[src/shared/ies_params.svh]
/*
  Constants for the instrument event and status queue block: register offsets,
  condition bit positions, summary and control bit positions, the overflow error code and timing counts.
  Assumes inclusion by bare name from the design modules and the test bench.
*/
// Overview of operation
// - Condition bit 0 is one while a sweep runs, zero while held.
// - Condition bit 1 follows the source output on state.
// - Bits 2 and 4 show external and internal junction readings in range.
// - Bit 3 rises on output on or value change, drops after 500 ms.
// - Bits 5, 7, 8 show fan stop, overtemperature and supply fault.
// - Bits 10, 11, 12, 14 show control, oscillation, overvoltage, overcurrent faults.
// - Bit 15 shows an external junction sensor is attached.
// - Each condition bit has its own selectable transition filter mode.
// - Rising mode writes the event bit to zero on a 0-to-1 change.
// - Falling mode sets the event bit on a 1-to-0 change.
// - Both mode sets the event bit on any change.
// - Summary bit 3 is high when any event bit and its enable are set.
// - Each query response pushed while the output queue is not full waits there until read.
// - Output messages leave oldest first.
// - Output queue empties on new message, deadlock, device clear or restart.
// - Clear-status leaves the output queue intact.
// - Summary bit 4 shows the output queue is not empty.
// - Each detected error pushes its number into the error queue.
// - Error entries are read back oldest first.
// - On overflow the newest entry becomes error code 350.
// - Error queue empties only on clear-status or restart.
// - Summary bit 2 shows the error queue is not empty.
`ifndef IES_PARAMS_SVH
`define IES_PARAMS_SVH
`define IES_REG_COND     4'h0
`define IES_REG_FILT_LO  4'h1
`define IES_REG_FILT_HI  4'h2
`define IES_REG_EVENT    4'h3
`define IES_REG_ENABLE   4'h4
`define IES_REG_SUMMARY  4'h5
`define IES_REG_OQ       4'h6
`define IES_REG_EQ       4'h7
`define IES_REG_CTRL     4'h8
`define IES_COND_USED    16'hddbf
`define IES_BIT_SCG      3
`define IES_SUM_EAV      2
`define IES_SUM_EES      3
`define IES_SUM_MAV      4
`define IES_ERR_OVF      16'h015e
`define IES_CTRL_CLS     0
`define IES_CTRL_NEWMSG  1
`define IES_CTRL_DEADLK  2
`define IES_CTRL_DCL     3
`define IES_SCG_MS       500
`define IES_CLK_MHZ      250
`define IES_SCG_CYCLES   (`IES_SCG_MS * 1000 * `IES_CLK_MHZ)
`endif

[src/shared/ies_pkg.sv]
/*
  Types for the instrument event and status queue block.
  Assumes ies_params.svh is on the include path.
*/
package ies_pkg;
  typedef enum logic [1:0] {
    IES_FILT_NEVER = 2'h0,
    IES_FILT_RISE  = 2'h1,
    IES_FILT_FALL  = 2'h2,
    IES_FILT_BOTH  = 2'h3
  } ies_filt_t;
  typedef enum logic [2:0] {
    IES_BUS_IDLE = 3'h1,
    IES_BUS_WAIT = 3'h2,
    IES_BUS_DONE = 3'h4
  } ies_bus_t;
endpackage

[src/core/ies_status.sv]
/*
  Condition register, per-bit transition filter, extended event register,
  output queue and error queue behind an Avalon-MM slave.
  Assumes status inputs are asynchronous pins; response and error pushes come
  from logic on clk.
*/
// Local design decisions: register access over Avalon-MM and the placing of the registers.
`timescale 1ns/10ps
`include "ies_params.svh"
module ies_status
  import ies_pkg::*;
#(
  parameter int SCG_CYCLES = `IES_SCG_CYCLES,
  parameter int OQ_AW      = 4,
  parameter int EQ_AW      = 4
) (
  // Clock and reset.
  input  wire logic        clk,
  input  wire logic        rst_n,
  // Instrument state pins.
  input  wire logic        sweep_running,
  input  wire logic        output_on,
  input  wire logic        output_value_changed,
  input  wire logic        ext_junction_valid,
  input  wire logic        int_junction_valid,
  input  wire logic        fan_stopped,
  input  wire logic        overtemp_fault,
  input  wire logic        supply_fault,
  input  wire logic        output_control_fault,
  input  wire logic        amp_oscillation,
  input  wire logic        overvoltage_load,
  input  wire logic        overcurrent_input,
  input  wire logic        junction_sensor_attached,
  // Query responses and errors.
  input  wire logic        resp_push,
  input  wire logic [15:0] resp_data,
  input  wire logic        err_push,
  input  wire logic [15:0] err_code,
  // Avalon-MM slave.
  input  wire logic [3:0]  address,
  input  wire logic        read,
  input  wire logic        write,
  input  wire logic [31:0] writedata,
  input  wire logic [3:0]  byteenable,
  output logic      [31:0] readdata,
  output logic             waitrequest,
  // Summary bits.
  output logic      [7:0]  summary
);
  // ************************************************************
  // Input synchronisers.
  // ************************************************************
  logic [15:0] pins;
  logic [15:0] sync1_r;
  logic [15:0] sync2_r;
  logic [15:0] cond_r;
  logic        chg_s1_r;
  logic        chg_s2_r;
  logic        chg_d_r;
  assign pins = {junction_sensor_attached, overcurrent_input, 1'b0, overvoltage_load,
                 amp_oscillation, output_control_fault, 1'b0, supply_fault,
                 overtemp_fault, 1'b0, fan_stopped, int_junction_valid,
                 1'b0, ext_junction_valid, output_on, sweep_running};
  always_ff @(posedge clk) begin
    if (!rst_n) begin
      sync1_r  <= '0;
      sync2_r  <= '0;
      chg_s1_r <= 1'b0;
      chg_s2_r <= 1'b0;
      chg_d_r  <= 1'b0;
    end else begin
      sync1_r  <= pins;
      sync2_r  <= sync1_r;
      chg_s1_r <= output_value_changed;
      chg_s2_r <= chg_s1_r;
      chg_d_r  <= chg_s2_r;
    end
  end

  // ************************************************************
  // Source change timer.
  // ************************************************************
  logic [31:0] scg_cnt_r;
  logic        out_rise;
  logic        val_chg;
  logic        scg_bit;
  assign out_rise = sync2_r[1] && !cond_r[1];
  assign val_chg  = chg_s2_r && !chg_d_r;
  always_ff @(posedge clk) begin
    if (!rst_n) begin
      scg_cnt_r <= '0;
    end else if (out_rise || val_chg) begin
      scg_cnt_r <= 32'(SCG_CYCLES);
    end else if (scg_cnt_r != '0) begin
      scg_cnt_r <= scg_cnt_r - 32'h1;
    end
  end
  assign scg_bit = (scg_cnt_r != '0);

  // ************************************************************
  // Condition and extended event registers.
  // ************************************************************
  logic [15:0] cond_nxt;
  logic [15:0] event_r;
  logic [15:0] enable_r;
  logic [31:0] filt_r;
  logic [15:0] ev_set;
  logic [15:0] ev_clr;
  logic        ev_wclr;
  always_comb begin
    cond_nxt = sync2_r & `IES_COND_USED;
    cond_nxt[`IES_BIT_SCG] = scg_bit;
  end
  always_ff @(posedge clk) begin
    if (!rst_n) begin
      cond_r <= '0;
    end else begin
      cond_r <= cond_nxt;
    end
  end
  always_comb begin
    ev_set = '0;
    ev_clr = '0;
    for (int i = 0; i < 16; i++) begin
      case (ies_filt_t'(filt_r[2*i +: 2]))
        IES_FILT_RISE: begin
          ev_clr[i] = cond_nxt[i] && !cond_r[i];
        end
        IES_FILT_FALL: begin
          ev_set[i] = !cond_nxt[i] && cond_r[i];
        end
        IES_FILT_BOTH: begin
          ev_set[i] = cond_nxt[i] != cond_r[i];
        end
        default: begin
          ev_clr[i] = 1'b1;
        end
      endcase
    end
    ev_set = ev_set & `IES_COND_USED;
  end
  always_ff @(posedge clk) begin
    if (!rst_n) begin
      event_r <= '0;
    end else begin
      event_r <= ((ev_wclr ? 16'h0 : event_r) & ~ev_clr) | ev_set;
    end
  end

  // ************************************************************
  // Bus slave.
  // ************************************************************
  ies_bus_t    bus_r;
  logic [31:0] be_mask;
  logic        wr_hit;
  logic        rd_go;
  logic [15:0] oq_head;
  logic [15:0] eq_head;
  logic        oq_ne;
  logic        eq_ne;
  logic        oq_pop;
  logic        eq_pop;
  logic        oq_flush;
  logic        eq_flush;
  logic [31:0] rd_mux;
  assign be_mask = {{8{byteenable[3]}}, {8{byteenable[2]}},
                    {8{byteenable[1]}}, {8{byteenable[0]}}};
  assign wr_hit  = write && (bus_r == IES_BUS_IDLE);
  assign rd_go   = read && (bus_r == IES_BUS_IDLE);
  assign ev_wclr = wr_hit && address == `IES_REG_EVENT;
  assign oq_pop  = rd_go && address == `IES_REG_OQ && oq_ne;
  assign eq_pop  = rd_go && address == `IES_REG_EQ && eq_ne;
  assign oq_flush = wr_hit && address == `IES_REG_CTRL &&
                    (writedata[`IES_CTRL_NEWMSG] || writedata[`IES_CTRL_DEADLK] ||
                     writedata[`IES_CTRL_DCL]);
  assign eq_flush = wr_hit && address == `IES_REG_CTRL && writedata[`IES_CTRL_CLS];
  always_ff @(posedge clk) begin
    if (!rst_n) begin
      bus_r <= IES_BUS_IDLE;
    end else begin
      case (bus_r)
        IES_BUS_IDLE: begin
          if (read || write) begin
            bus_r <= IES_BUS_WAIT;
          end
        end
        IES_BUS_WAIT: begin
          bus_r <= IES_BUS_DONE;
        end
        IES_BUS_DONE: begin
          bus_r <= IES_BUS_IDLE;
        end
        default: begin
          bus_r <= IES_BUS_IDLE;
        end
      endcase
    end
  end
  always_ff @(posedge clk) begin
    if (!rst_n) begin
      waitrequest <= 1'b1;
    end else begin
      waitrequest <= !(bus_r == IES_BUS_WAIT);
    end
  end
  always_ff @(posedge clk) begin
    if (!rst_n) begin
      filt_r   <= '0;
      enable_r <= '0;
    end else if (wr_hit) begin
      case (address)
        `IES_REG_FILT_LO: begin
          filt_r[15:0] <= (filt_r[15:0] & ~be_mask[15:0]) | (writedata[15:0] & be_mask[15:0]);
        end
        `IES_REG_FILT_HI: begin
          filt_r[31:16] <= (filt_r[31:16] & ~be_mask[15:0]) | (writedata[15:0] & be_mask[15:0]);
        end
        `IES_REG_ENABLE: begin
          enable_r <= (enable_r & ~be_mask[15:0]) | (writedata[15:0] & be_mask[15:0]);
        end
        default: begin
          enable_r <= enable_r;
        end
      endcase
    end
  end
  always_comb begin
    case (address)
      `IES_REG_COND:    rd_mux = {16'h0, cond_r};
      `IES_REG_FILT_LO: rd_mux = {16'h0, filt_r[15:0]};
      `IES_REG_FILT_HI: rd_mux = {16'h0, filt_r[31:16]};
      `IES_REG_EVENT:   rd_mux = {16'h0, event_r};
      `IES_REG_ENABLE:  rd_mux = {16'h0, enable_r};
      `IES_REG_SUMMARY: rd_mux = {24'h0, summary};
      `IES_REG_OQ:      rd_mux = {15'h0, oq_ne, oq_ne ? oq_head : 16'h0};
      `IES_REG_EQ:      rd_mux = {15'h0, eq_ne, eq_ne ? eq_head : 16'h0};
      default:          rd_mux = 32'h0;
    endcase
  end
  logic [31:0] rd_hold_r;
  always_ff @(posedge clk) begin
    if (!rst_n) begin
      rd_hold_r <= '0;
      readdata  <= '0;
    end else begin
      if (rd_go) begin
        rd_hold_r <= rd_mux;
      end
      if (bus_r == IES_BUS_WAIT) begin
        readdata <= rd_hold_r;
      end
    end
  end

  // ************************************************************
  // Queues and summary.
  // ************************************************************
  ies_queue #(.AW(OQ_AW), .DW(16), .OVF_MARK(1'b0)) u_oq (
    .clk       (clk),
    .rst_n     (rst_n),
    .flush     (oq_flush),
    .push      (resp_push),
    .push_data (resp_data),
    .pop       (oq_pop),
    .head      (oq_head),
    .not_empty (oq_ne)
  );
  ies_queue #(.AW(EQ_AW), .DW(16), .OVF_MARK(1'b1)) u_eq (
    .clk       (clk),
    .rst_n     (rst_n),
    .flush     (eq_flush),
    .push      (err_push),
    .push_data (err_code),
    .pop       (eq_pop),
    .head      (eq_head),
    .not_empty (eq_ne)
  );
  always_ff @(posedge clk) begin
    if (!rst_n) begin
      summary <= '0;
    end else begin
      summary <= '0;
      summary[`IES_SUM_EES] <= |(event_r & enable_r);
      summary[`IES_SUM_MAV] <= oq_ne;
      summary[`IES_SUM_EAV] <= eq_ne;
    end
  end

  // ************************************************************
  // Assertions.
  // ************************************************************
  unused_bits_a: assert property (@(posedge clk) disable iff (!rst_n)
    (cond_r & ~`IES_COND_USED) == 16'h0 && (event_r & ~`IES_COND_USED) == 16'h0)
    else $error("unused bits nonzero");
  never_mode_a: assert property (@(posedge clk) disable iff (!rst_n)
    (filt_r[1:0] == 2'h0) |=> !event_r[0]) else $error("never mode event");
  fall_set_a: assert property (@(posedge clk) disable iff (!rst_n)
    (filt_r[1:0] == 2'h2 && cond_r[0] && !cond_nxt[0]) |=> event_r[0])
    else $error("fall not set");
  both_set_a: assert property (@(posedge clk) disable iff (!rst_n)
    (filt_r[1:0] == 2'h3 && $changed(cond_nxt[0])) |=> event_r[0])
    else $error("both not set");
  rise_clr_a: assert property (@(posedge clk) disable iff (!rst_n)
    (filt_r[1:0] == 2'h1 && !cond_r[0] && cond_nxt[0]) |=> !event_r[0])
    else $error("rise not cleared");
  ees_sum_a: assert property (@(posedge clk) disable iff (!rst_n)
    |(event_r & enable_r) |=> summary[`IES_SUM_EES]) else $error("summary ees");
  mav_sum_a: assert property (@(posedge clk) disable iff (!rst_n)
    summary[`IES_SUM_MAV] == $past(oq_ne)) else $error("summary mav");
  eav_sum_a: assert property (@(posedge clk) disable iff (!rst_n)
    summary[`IES_SUM_EAV] == $past(eq_ne)) else $error("summary eav");
  cls_keep_a: assert property (@(posedge clk) disable iff (!rst_n)
    (eq_flush && !oq_flush && oq_ne && !oq_pop) |=> ##1 oq_ne) else $error("cls cleared oq");
  scg_drop_a: assert property (@(posedge clk) disable iff (!rst_n)
    (scg_cnt_r == 32'h1 && !out_rise && !val_chg) |=> ##1 !cond_r[`IES_BIT_SCG])
    else $error("scg not dropped");
endmodule

[src/core/ies_ram.sv]
/*
  Small dual-port memory with registered read data.
  Assumes one clock shared by both ports.
*/
`timescale 1ns/10ps
module ies_ram #(
  parameter int AW = 4,
  parameter int DW = 16
) (
  // Clock.
  input  wire logic          clk,
  // Write port.
  input  wire logic          we,
  input  wire logic [AW-1:0] waddr,
  input  wire logic [DW-1:0] wdata,
  // Read port.
  input  wire logic [AW-1:0] raddr,
  output logic      [DW-1:0] rdata
);
  logic [DW-1:0] mem [0:(1<<AW)-1];
  always_ff @(posedge clk) begin
    if (we) begin
      mem[waddr] <= wdata;
    end
  end
  always_ff @(posedge clk) begin
    rdata <= mem[raddr];
  end
endmodule

[src/core/ies_queue.sv]
/*
  First-in first-out queue with flush and optional overflow replacement.
  Assumes the caller never pops when empty.
*/
`timescale 1ns/10ps
`include "ies_params.svh"
module ies_queue #(
  parameter int          AW      = 4,
  parameter int          DW      = 16,
  parameter bit          OVF_MARK = 1'b0,
  parameter logic [15:0] OVF_CODE = `IES_ERR_OVF
) (
  // Clock and reset.
  input  wire logic          clk,
  input  wire logic          rst_n,
  // Control.
  input  wire logic          flush,
  input  wire logic          push,
  input  wire logic [DW-1:0] push_data,
  input  wire logic          pop,
  // State.
  output logic      [DW-1:0] head,
  output logic               not_empty
);
  localparam logic [AW:0] FULL = AW'(0) + (AW+1)'(1 << AW);
  logic [AW:0]   cnt_r;
  logic [AW-1:0] wp_r;
  logic [AW-1:0] rp_r;
  logic          full;
  logic          we;
  logic [AW-1:0] waddr;
  logic [DW-1:0] wdata;
  logic [AW-1:0] rnext;
  assign full  = (cnt_r == FULL);
  assign we    = push && (!full || OVF_MARK);
  assign waddr = full ? (wp_r - AW'(1)) : wp_r;
  assign wdata = full ? DW'(OVF_CODE) : push_data;
  assign rnext = pop ? (rp_r + AW'(1)) : rp_r;
  always_ff @(posedge clk) begin
    if (!rst_n || flush) begin
      cnt_r <= '0;
      wp_r  <= '0;
      rp_r  <= '0;
    end else begin
      if (push && !full) begin
        wp_r <= wp_r + AW'(1);
      end
      if (pop) begin
        rp_r <= rp_r + AW'(1);
      end
      cnt_r <= cnt_r + (AW+1)'(push && !full) - (AW+1)'(pop);
    end
  end
  always_ff @(posedge clk) begin
    if (!rst_n) begin
      not_empty <= 1'b0;
    end else begin
      not_empty <= cnt_r != '0;
    end
  end
  ies_ram #(.AW(AW), .DW(DW)) u_ram (
    .clk   (clk),
    .we    (we),
    .waddr (waddr),
    .wdata (wdata),
    .raddr (rnext),
    .rdata (head)
  );
endmodule

[config.mk]
export PLATFORM = sky130hd
export DESIGN_NAME = ies_status
export DESIGN_NICKNAME = d
export VERILOG_FILES = /design/src/shared/ies_pkg.sv /design/src/core/ies_status.sv /design/src/core/ies_ram.sv /design/src/core/ies_queue.sv
export VERILOG_INCLUDE_DIRS = /design/src /design/src/shared
export SDC_FILE = /design/constraint.sdc
export NUM_CORES = 1
export LEC_CHECK = 0
export ABC_AREA = 0
export BUFFER_PORTS_ARGS = -buffer_cell sky130_fd_sc_hd__buf_4
export CORE_MARGIN = 2
export CORE_UTILIZATION = 47
export CTS_BUF_LIST = sky130_fd_sc_hd__clkbuf_2
export DETAILED_ROUTE_END_ITERATION = 6
export PLACE_DENSITY = 0.74
export SETUP_SLACK_MARGIN = 0.02
export SLEW_MARGIN = 20
export SYNTH_ARGS = -nofsm -noshare
export SYNTH_HDL_FRONTEND = slang
export SYNTH_HIERARCHICAL = 1
export SYNTH_SLANG_ARGS = --single-unit
[constraint.sdc]
create_clock -name clk -period 4.2 [get_ports clk]
set_clock_uncertainty 0.2 [all_clocks]
set_input_delay 0.63 -clock clk [delete_from_list [all_inputs] [get_ports clk]]
set_output_delay 0.63 -clock clk [all_outputs]
set_load 0.05 [all_outputs]
After elaboration in Yosys (flattened, before gate mapping)
Memory sizes are Yosys's and may differ from the RTL's. A register that Yosys moved wholly into a read port is not among the register bits.
Cells that the tools add are included.
{"block": "word_totals", "regBits": 251, "ram_bits": 512, "in_bits": 91, "output_inout_bits": 41, "mem_count": 2}
{"memory": "u_eq.u_ram.mem", "depth": 16, "word_bits": 16, "read_ports": 1, "rd_clocked_by_memory_dff": 1, "wr": 1, "line_no": "ies_ram.sv:20", "source": "logic [DW-1:0] mem [0:(1<<AW)-1];"}
{"memory": "u_oq.u_ram.mem", "depth": 16, "word_bits": 16, "read_ports": 1, "rd_clocked_by_memory_dff": 1, "wr": 1, "line_no": "ies_ram.sv:20"}
{"block": "classes", "add_sub_neg": 11, "n_eq_ne": 74, "n_mux": 47, "bitwise": 13, "reduce_logical": 102}
{"operator": "case mux 17 bit (8 select lines)", "count": 1}
{"operator": "bitwise AND 16 bit", "count": 6}
{"operator": "2-to-1 mux 16 bit", "count": 5}
{"operator": "equality test 2 bit, second input constant", "count": 32}
{"operator": "bitwise OR 16 bit", "count": 4}
{"operator": "2-to-1 mux 27 bit", "count": 2}
{"operator": "case mux 1 bit (2 select lines)", "count": 26}
{"operator": "logical AND 1 bit", "count": 39}
{"operator": "equality test 2 x 1 -> 1 bit, second input constant", "count": 16}
{"operator": "inverter 16 bit", "count": 2}
{"operator": "nonzero test 32 bit", "count": 1}
{"operator": "subtractor 32 x 1 -> 32 bit, second input constant", "count": 1}
{"operator": "logical NOT 1 bit", "count": 31}
{"operator": "OR reduction 2 bit", "count": 14}
{"operator": "adder 4 x 1 -> 4 bit, second input constant", "count": 4}
{"operator": "equality test 4 x 3 -> 1 bit, second input constant", "count": 4}
{"operator": "2-to-1 mux 4 bit", "count": 4}
{"operator": "OR reduction 16 bit", "count": 1}
{"operator": "!= test 1 bit", "count": 13}
{"operator": "adder 5 x 1 -> 5 bit", "count": 2}
{"operator": "equality test 5 bit, second input constant", "count": 2}
{"operator": "nonzero test 5 bit", "count": 2}
{"operator": "subtractor 5 x 1 -> 5 bit", "count": 2}
{"operator": "OR reduction 3 bit", "count": 3}
{"operator": "15 further kinds", "count": 30}

Longest topological paths before layout
Gate-level depths: netlist (run 1).
{"block": "depth", "depth_word": 6, "mapped_depth": 13, "depth_no_buf": 12}

Hierarchy
The synthesis (run 1) kept the hierarchy.
{"module": "ies_ram (u_oq.u_ram)", "n_inst": 1, "cells_per_inst": 432, "area_per_inst_um2": 10043.4}
{"module": "ies_ram (u_eq.u_ram)", "n_inst": 1, "cells_per_inst": 432, "area_per_inst_um2": 10042.1}
{"module": "ies_status", "n_inst": 1, "cells_per_inst": 969, "area_per_inst_um2": 8144.1}
{"module": "ies_queue (u_oq)", "n_inst": 1, "cells_per_inst": 108, "area_per_inst_um2": 932.1}
{"module": "ies_queue (u_eq)", "n_inst": 1, "cells_per_inst": 108, "area_per_inst_um2": 925.9}

Worst setup path before layout (run 1)
No wires, ideal clock.
{"block": "synth_timing", "path_type": "input-to-reg", "start": "input address[0]", "end": "register u_eq.cnt_r[4]", "arrival_ps": 3305, "required_ps": 3930, "setup_slack_ps": 625, "path_stages": 13, "cell_sequence": "nor2b_1 -> and4_1 -> clkbuf_1 -> clkbuf_1 -> nor2b_1 -> ha_1 -> inv_1 -> ha_1 -> inv_1 -> fa_1 -> nand2b_1 -> a2111oi_0 -> o21bai_1"}
{"block": "synth_between", "elab_chain_cells": 4}
{"item": "start: declaration", "line_no": "ies_status.sv:40", "source": "input wire logic [3:0] address,"}
{"item": "equality test 4 x 3 -> 1 bit"}
{"item": "logical AND 1 bit (no line)"}
{"item": "logical AND 1 bit", "line_no": "ies_status.sv:172", "source": "assign eq_pop = rd_go && address == `IES_REG_EQ && eq_ne;"}
{"item": "via eq_pop", "line_no": "ies_status.sv:162", "source": "logic eq_pop;"}
{"item": "subtractor 5 x 1 -> 5 bit", "line_no": "ies_queue.sv:51", "source": "cnt_r <= cnt_r + (AW+1)'(push && !full) - (AW+1)'(pop);"}
{"item": "end signal: assignment", "line_no": "ies_queue.sv:51"}
{"item": "end: declaration", "line_no": "ies_queue.sv:26", "source": "logic [AW:0] cnt_r;"}
The timed path passes the listed nets, and every way through them passes these cells.
A chain may end at the register's enable or synchronous reset.

==> impl_metrics.yaml, run 1 <==
clock_tree:
  cts_sinks: 749
  cts_resized: 0
  cts_max_level: 4
  clock_latency_ps: 1370
  cts_setup_buffers: 0
  clock_tree.buffer_depth: 3
  clk_transition_reported_paths_ps: 120
  cts-buffers-inserted: 181
  cts_tree: "built"
  cts_root_buf: "sky130_fd_sc_hd__clkbuf_2"
worst_hold_path:
  worst_hold_depth: 4
  whs_endpoint: "rd_hold_r[15]"
  timing.hold.worst.class: "primary input to flop"
  timing.hold.worst.start: "read"
place:
  gp_congestion: 0.935
  place.port_buffers: 93
  dp_hpwl_mm: 45.2
logic_synthesis:
  number_of_flops_mapped_to_enable_cells_by_yosys: 512
  syn-mean-instance-area_sq_um: 14.7
  synth.yosys.seq_area_share_pct: 66.9
  synthTopCellsByArea: "sky130_fd_sc_hd__edfxtp_1 (51%), sky130_fd_sc_hd__dfxtp_1 (16%), sky130_fd_sc_hd__mux4_2 (8.1%), sky130_fd_sc_hd__nand2_1 (2.3%), sky130_fd_sc_hd__a22oi_1 (2.2%)"
  synth_cell_types: 79
  postSynth.asyncResetShare_pct: 0
  yosys.area.top_type: "sky130_fd_sc_hd__edfxtp_1"
  mappedNetlistArea_sq_um: 30100
  synth_ff_type: "sky130_fd_sc_hd__edfxtp_1"
  area_fraction_of_the_dominant_cell_type_after_synthesis_pct: 51.1
  synthesis.yosys.warnings: 6
  syn_inst: 2049
  yosys_register_bits: 749
grt:
  grt_pass1_wl_mm: 112
  grt_max_degree: 66
  global_route.overflow_total: 0
  first_global_vias: 19594
  initial_antenna_violation_count: 3
  groute.usage.overall_pct: 22.0
sta:
  setup_viol_count_final: 0
  worstMarginPinSlew_ps: 1080
  timing_max_transition_violations_final: 0
  final_period_minus_worst_setup_slack_ps: 3990
  slew_headroom_pct: 27.9
  post-route-period-util_pct: 95.0
  number_of_hold_violations_in_the_final_report: 0
  fmax_ghz: 0.251
  whs_ps: 218
  rsz0062_at_grt: "false"
  fin_setup_tns_ps: 0
critical_path:
  timing.critical_path.slowest_stage_cell: "sky130_fd_sc_hd__dlygate4sd3_1"
  worstPathArrival_ps: 5090
  worstReg2RegStart: "bus_r[0]"
  critical_path.most_common_cell: "sky130_fd_sc_hd__dlygate4sd3_1"
  worst_setup_path_end_kind: "flop"
  worst_ep_required_time_ps: 5300
  r2r_cells: 10
  critPathMaxStageDelay_ps: 770
  critical_path_class: "primary input to flop"
  critical_path_peak_fanout: 17
  r2r-end: "u_oq/u_ram/rdata[0]"
  ff2ff_setup_slack_ps: 500
  crit_path_cell_trace: "dlygate4sd3_1, buf_4, nor3b_1, nor2b_2, dlygate4sd3_1, buf_4, nand3_1, dlygate4sd3_1, a21oi_1, dlygate4sd3_1"
  setup.worst_path.start_class: "primary input"
final_layout:
  flow.area_growth_from_synthesis_pct: 17.2
  layout.cells.most_common: "sky130_fd_sc_hd__edfxtp_1"
  net_count_reported_at_finish: 2591
  mostFrequentLayoutCells: "sky130_fd_sc_hd__edfxtp_1 (512), sky130_fd_sc_hd__clkbuf_2 (279), sky130_fd_sc_hd__dfxtp_1 (237)"
  layout-drive-gt1-share_pct: 24.5
route:
  detail_route.first_pass.iterations: 7
  wire_per_inst_microns: 21.1
  drc: 2
  routed_via_density: 5.66
  detailedRoute.firstIterationViolations: 2341
  routed-via-count: 19480
  final_wl_mm: 72.6
  drt.antenna.violating_nets: 0
floorplanning:
  die-width_microns: 257
  ioPinCount: 132
  placement_rows: 92
  core_region_area_sq_um: 63200
  die_height_microns: 257
  initial_cell_density_of_the_core_pct: 47.6
  die_area_sq_um: 66100
run:
  drv_cap: 0
power_and_ir_drop:
  power-per-cell-area_nw_per_um2: 459
  total_leakage_power_nw: 12.5
  worst_ir_drop_vdd_v: 0.000264
status:
  violated_checks: "DRC"
  status: "finished, violations left"
layout make-up:
type	count	area [sq um]
fillers	4941	27900
inverters	79	297
well taps	846	1060
repair buffers	328	2910
clock buffers	279	1400
diodes	6	15.0
clock inverters	39	290
flip-flops and latches	749	20100
multi-input cells	1114	9180
critical path: cells and delay by family:
kind / cells / cell delay [ps]
buf+inv: 6 / 2990
compound gates: 1 / 120
simple gates: 3 / 1350
power by group:
part           switching [mW]  internal (mW)
sequential              0.294           8.72
clock                    2.87           1.97
combinational            1.47          0.857
total                    4.63           11.5
cell families (layout without fill, tap and decap cells):
| kind of cell | count (synthesis) | in the layout | synth area share (%) |
|---|---|---|---|
| and+or+nand+nor | 554 | 554 | 9.46 |
| AOI/OAI and AO/OA | 333 | 333 | 7.64 |
| other | 1 | 26 | 0.0125 |
| xor gates and xnor gates | 25 | 25 | 0.728 |
| buffers and inverters | 205 | 725 | 3.21 |
| DFF | 749 | 749 | 66.9 |
| muxes | 135 | 135 | 10.1 |
| adders and majority gates | 47 | 47 | 2.00 |
sequential cells by signal, indices dropped and copies added (netlist names), 3 cells and up, named ones only:
signal,count
u_eq/u_ram/rdata,16
scg_cnt_r,32
u_oq/wp_r,4
u_eq/rp_r,4
event_r,16
summary,3
sync2_r,12
u_oq/u_ram/mem,256
u_eq/cnt_r,5
rd_hold_r,17
u_eq/wp_r,4
u_oq/rp_r,4
u_eq/u_ram/mem,256
readdata,17
u_oq/u_ram/rdata,16
bus_r,3
u_oq/cnt_r,5
cond_r,13
sync1_r,12
per-stage QoR:
step	power, mW	setup WS (ps)	utilization, %	cell area [sq um]	cells
2_1_floorplan	10.6	625	-	30200	2068
3_3_place_gp	11.2	645	50.7	32000	2963
3_5_place_dp	11.4	661	50.7	32000	2963
4_1_cts	16.3	472	55.8	35200	3434
5_1_grt	17.0	200	55.8	35300	3440
6_report	16.2	208	55.8	35300	3440
metal layers:
metal	global-route usage [%]	wire length, microns
met1	27.7	28300
met2	36.5	35900
met3	4.64	5680
met4	10.4	2720
met5	0	0
cells in the mapped netlist, drive strengths merged, types with 6 or more instances:
cell / instances
a22o: 19
o21ai: 16
a222oi: 14
a32oi: 13
nand3: 72
clkbuf: 65
o31ai: 11
a22oi: 90
a21oi: 108
inv: 79
nor4: 12
nand4: 11
o22ai: 14
or3: 16
nand2b: 9
nand2: 188
or4: 10
xnor2: 16
ha: 45
and2: 46
nor3: 26
mux4: 128
or2: 13
nor2b: 39
a31oi: 7
mux2: 6
buf: 61
nor2: 75
edfxtp: 512
dfxtp: 237
xor2: 9
worst max-delay path by stage:
stage	start	cells past startpoint	end	slack, ps
after floorplan	address[0]	13	u_eq/cnt_r[4]	620
after global placement	address[0]	11	u_eq/u_ram/rdata[12]	650
after detailed placement	address[0]	11	u_eq/u_ram/rdata[12]	660
after CTS	address[3]	10	flop	470
after global routing	address[3]	10	flop	200
final	address[3]	10	flop	210
repair_timing:
| item | in CTS | in global routing |
|---|---|---|
| hold buffers | 153 | 0 |
| endpoints found under the setup margin | 0 | 0 |
| hold endpoints to repair | 1039 | 0 |
Note: power is estimated with default switching activity, not from simulation.
==> inputs of run 2 (changes only) <==
Settings changed: PLACE_DENSITY 0.74 to 0.73, SYNTH_HIERARCHICAL 1 to not set.
==> run 2 against run 1 <==
  * The run still ends with DRC left
  * Wire length increased by 20%
  * Register-to-register slack improved by 270 ps
  * Die area rose by 5.7%
  * Via count is 22% higher
  * Critical path depth shrank 3
  * Worst setup slack improved by 560 ps
  * Sequential power is 0.6% lower
  * First-iteration DRC count increased by 13%
  * Design area is 4.6% higher
  * Non-clock buffer count rose by 5
  * Sequential share of layout area down 2.5 points
  * Largest cell class unchanged
==> impl_metrics.yaml, run 2 <==
route:
  drt.antenna.violating_nets: 0
  routed-via-count: 23841
  drc: 7
  routed_via_density: 5.92
  detail_route.first_pass.iterations: 7
  detailedRoute.firstIterationViolations: 2651
  final_wl_mm: 87.0
  wire_per_inst_microns: 21.6
place:
  place.port_buffers: 93
  pre_cts_setup_slack_ps: 588
  dp_hpwl_mm: 52.1
  gp_congestion: 0.926
floorplanning:
  placement_rows: 95
  die_height_microns: 264
  core_region_area_sq_um: 67000
  ioPinCount: 132
  initial_cell_density_of_the_core_pct: 47.5
  die_area_sq_um: 69800
  die-width_microns: 264
grt:
  grt_pass1_wl_mm: 133
  global_route.overflow_total: 0
  first_global_vias: 23865
  groute.usage.overall_pct: 24.7
  grt_max_degree: 79
  initial_antenna_violation_count: 2
logic_synthesis:
  synth_cell_types: 83
  synth.yosys.seq_area_share_pct: 63.2
  synthesis.yosys.warnings: 0
  number_of_flops_mapped_to_enable_cells_by_yosys: 512
  area_fraction_of_the_dominant_cell_type_after_synthesis_pct: 48.3
  postSynth.asyncResetShare_pct: 0
  mappedNetlistArea_sq_um: 31800
  syn-mean-instance-area_sq_um: 11.9
  yosys_register_bits: 749
  synth_ff_type: "sky130_fd_sc_hd__edfxtp_1"
  synthTopCellsByArea: "sky130_fd_sc_hd__edfxtp_1 (48%), sky130_fd_sc_hd__dfxtp_1 (15%), sky130_fd_sc_hd__mux2i_1 (3.4%), sky130_fd_sc_hd__nand3_1 (2.9%), sky130_fd_sc_hd__a21oi_1 (2.5%)"
  yosysMostFrequentCell: "sky130_fd_sc_hd__edfxtp_1"
  yosys.area.top_type: "sky130_fd_sc_hd__edfxtp_1"
  syn_inst: 2673
  netlist_top_cells_count: "sky130_fd_sc_hd__edfxtp_1 (512), sky130_fd_sc_hd__dfxtp_1 (237), sky130_fd_sc_hd__nand3_1 (183)"
final_layout:
  flow.area_growth_from_synthesis_pct: 16.0
  layout.cells.most_common: "sky130_fd_sc_hd__edfxtp_1"
  number_of_inserted_filler_cells_in_the_final_layout: 5565
  mostFrequentLayoutCells: "sky130_fd_sc_hd__edfxtp_1 (512), sky130_fd_sc_hd__clkbuf_2 (266), sky130_fd_sc_hd__dfxtp_1 (237)"
  layout-drive-gt1-share_pct: 16.9
  reg_top3: "u_eq.u_ram.mem x256, u_oq.u_ram.mem x256, scg_cnt_r x32"
  net_count_reported_at_finish: 3148
sta:
  setup_slack_ps: 769
  setup_viol_count_final: 0
  fin_setup_tns_ps: 0
  timing_max_transition_violations_final: 0
  final_period_minus_worst_setup_slack_ps: 3430
  fmax_ghz: 0.291
  slew_headroom_pct: 21.9
  number_of_hold_violations_in_the_final_report: 0
  worstMarginPinSlew_ps: 1170
  rsz0062_at_grt: "false"
  post-route-period-util_pct: 81.7
clock_tree:
  clock_tree.buffer_depth: 3
  cts_max_level: 4
  cts_root_buf: "sky130_fd_sc_hd__clkbuf_2"
  cts_setup_buffers: 0
  clock_latency_ps: 1410
  clk_transition_reported_paths_ps: 90
  cts-buffers-inserted: 185
  cts_tree: "built"
  cts_resized: 0
  cts_sinks: 749
critical_path:
  worst_ep_required_time_ps: 5190
  worstPathArrival_ps: 4420
  worst_setup_path_end_kind: "flop"
  critical_path_peak_fanout: 15
  setup.worst_path.start_class: "flop"
  critical_path_class: "flop to flop"
power_and_ir_drop:
  worst_ir_drop_vdd_v: 0.000348
  power-per-cell-area_nw_per_um2: 439
  total_leakage_power_nw: 13.8
status:
  status: "finished, violations left"
  violated_checks: "DRC"
worst_hold_path:
  timing.hold.worst.class: "primary input to flop"
run:
  drv_cap: 0
run 2: changes by cell type in the layout (fill, tap and decap cells not counted), sizes merged, moves of 35 or more:
cell,change
nand3,+113
a22oi,-69
o21ai,+114
mux2i,+107
inv,+39
and3,+35
nor2,+74
a21oi,+53
mux4,-126
run 2: per-layer routing:
metal  share of wire (%)  wire [microns]  track usage (%)
met5                   0               0                0
met4                 4.6            3990             13.1
met3                 8.7            7610             5.33
met2                  47           41100             39.6
met1                  39           34400             31.3
run 2: worst paths after layout:
path                           to          from  depth (start not counted)  slack (ps)
min                   waitrequest         rst_n                          3         110
max          u_oq.u_ram.rdata[15]  u_oq.rp_r[0]                          7         770
min reg2reg           sync2_r[11]   sync1_r[11]                          1         240
max reg2reg  u_oq.u_ram.rdata[15]  u_oq.rp_r[0]                          7         770
run 2: timing repair:
item	CTS	global route
endpoints found under the hold margin	926	0
setup endpoints to repair	0	2
hold buffers	152	0
run 2: critical path: stages, from the launching register on:
cell and delay, ps:
sky130_fd_sc_hd__dfxtp_1 640, sky130_fd_sc_hd__ha_1 420, sky130_fd_sc_hd__xor2_1 110, sky130_fd_sc_hd__nor4_1 330, sky130_fd_sc_hd__a22o_1 730, sky130_fd_sc_hd__nand3_1 200, sky130_fd_sc_hd__and4_1 290, sky130_fd_sc_hd__a221o_1 340
run 2: where the power goes:
| part | total, mW | switching, mW | internal [mW] |
|---|---|---|---|
| logic | 2.34 | 1.50 | 0.842 |
| clock network | 4.88 | 2.96 | 1.92 |
| registers | 8.96 | 0.322 | 8.64 |
| total | 16.2 | 4.78 | 11.4 |
run 2: cell families after synthesis:
group / synth area share [%]
compound gates: 13.4
xor+xnor: 1.24
fa+ha+maj: 1.90
buf+inv: 4.29
flops: 63.2
mux: 3.61
other cells: 0.0118
simple gates: 12.3
run 2: cell type report:
type / count / area, sq um / share of cell area, %
clock inverters: 62 / 374 / 1.01
diodes: 4 / 10.0 / 0.0271
multi-input cells: 1621 / 10600 / 28.6
repair buffers: 333 / 2970 / 8.03
well taps: 873 / 1090 / 2.96
inverters: 120 / 450 / 1.22
flip-flops and latches: 749 / 20100 / 54.5
clock buffers: 266 / 1330 / 3.61
run 2: per-stage QoR:
step	area [sq um]	instances	hold WS, ps	utilization, %	total power [mW]
global route	36900	4028	35.7	55.1	16.9
finish	36900	4028	106	55.1	16.2
CTS	36900	4025	2.83	55.0	16.2
global placement	33700	3545	226	50.2	11.2
detailed placement	33700	3545	220	50.2	11.3
floorplan	31900	2692	212	-	10.5
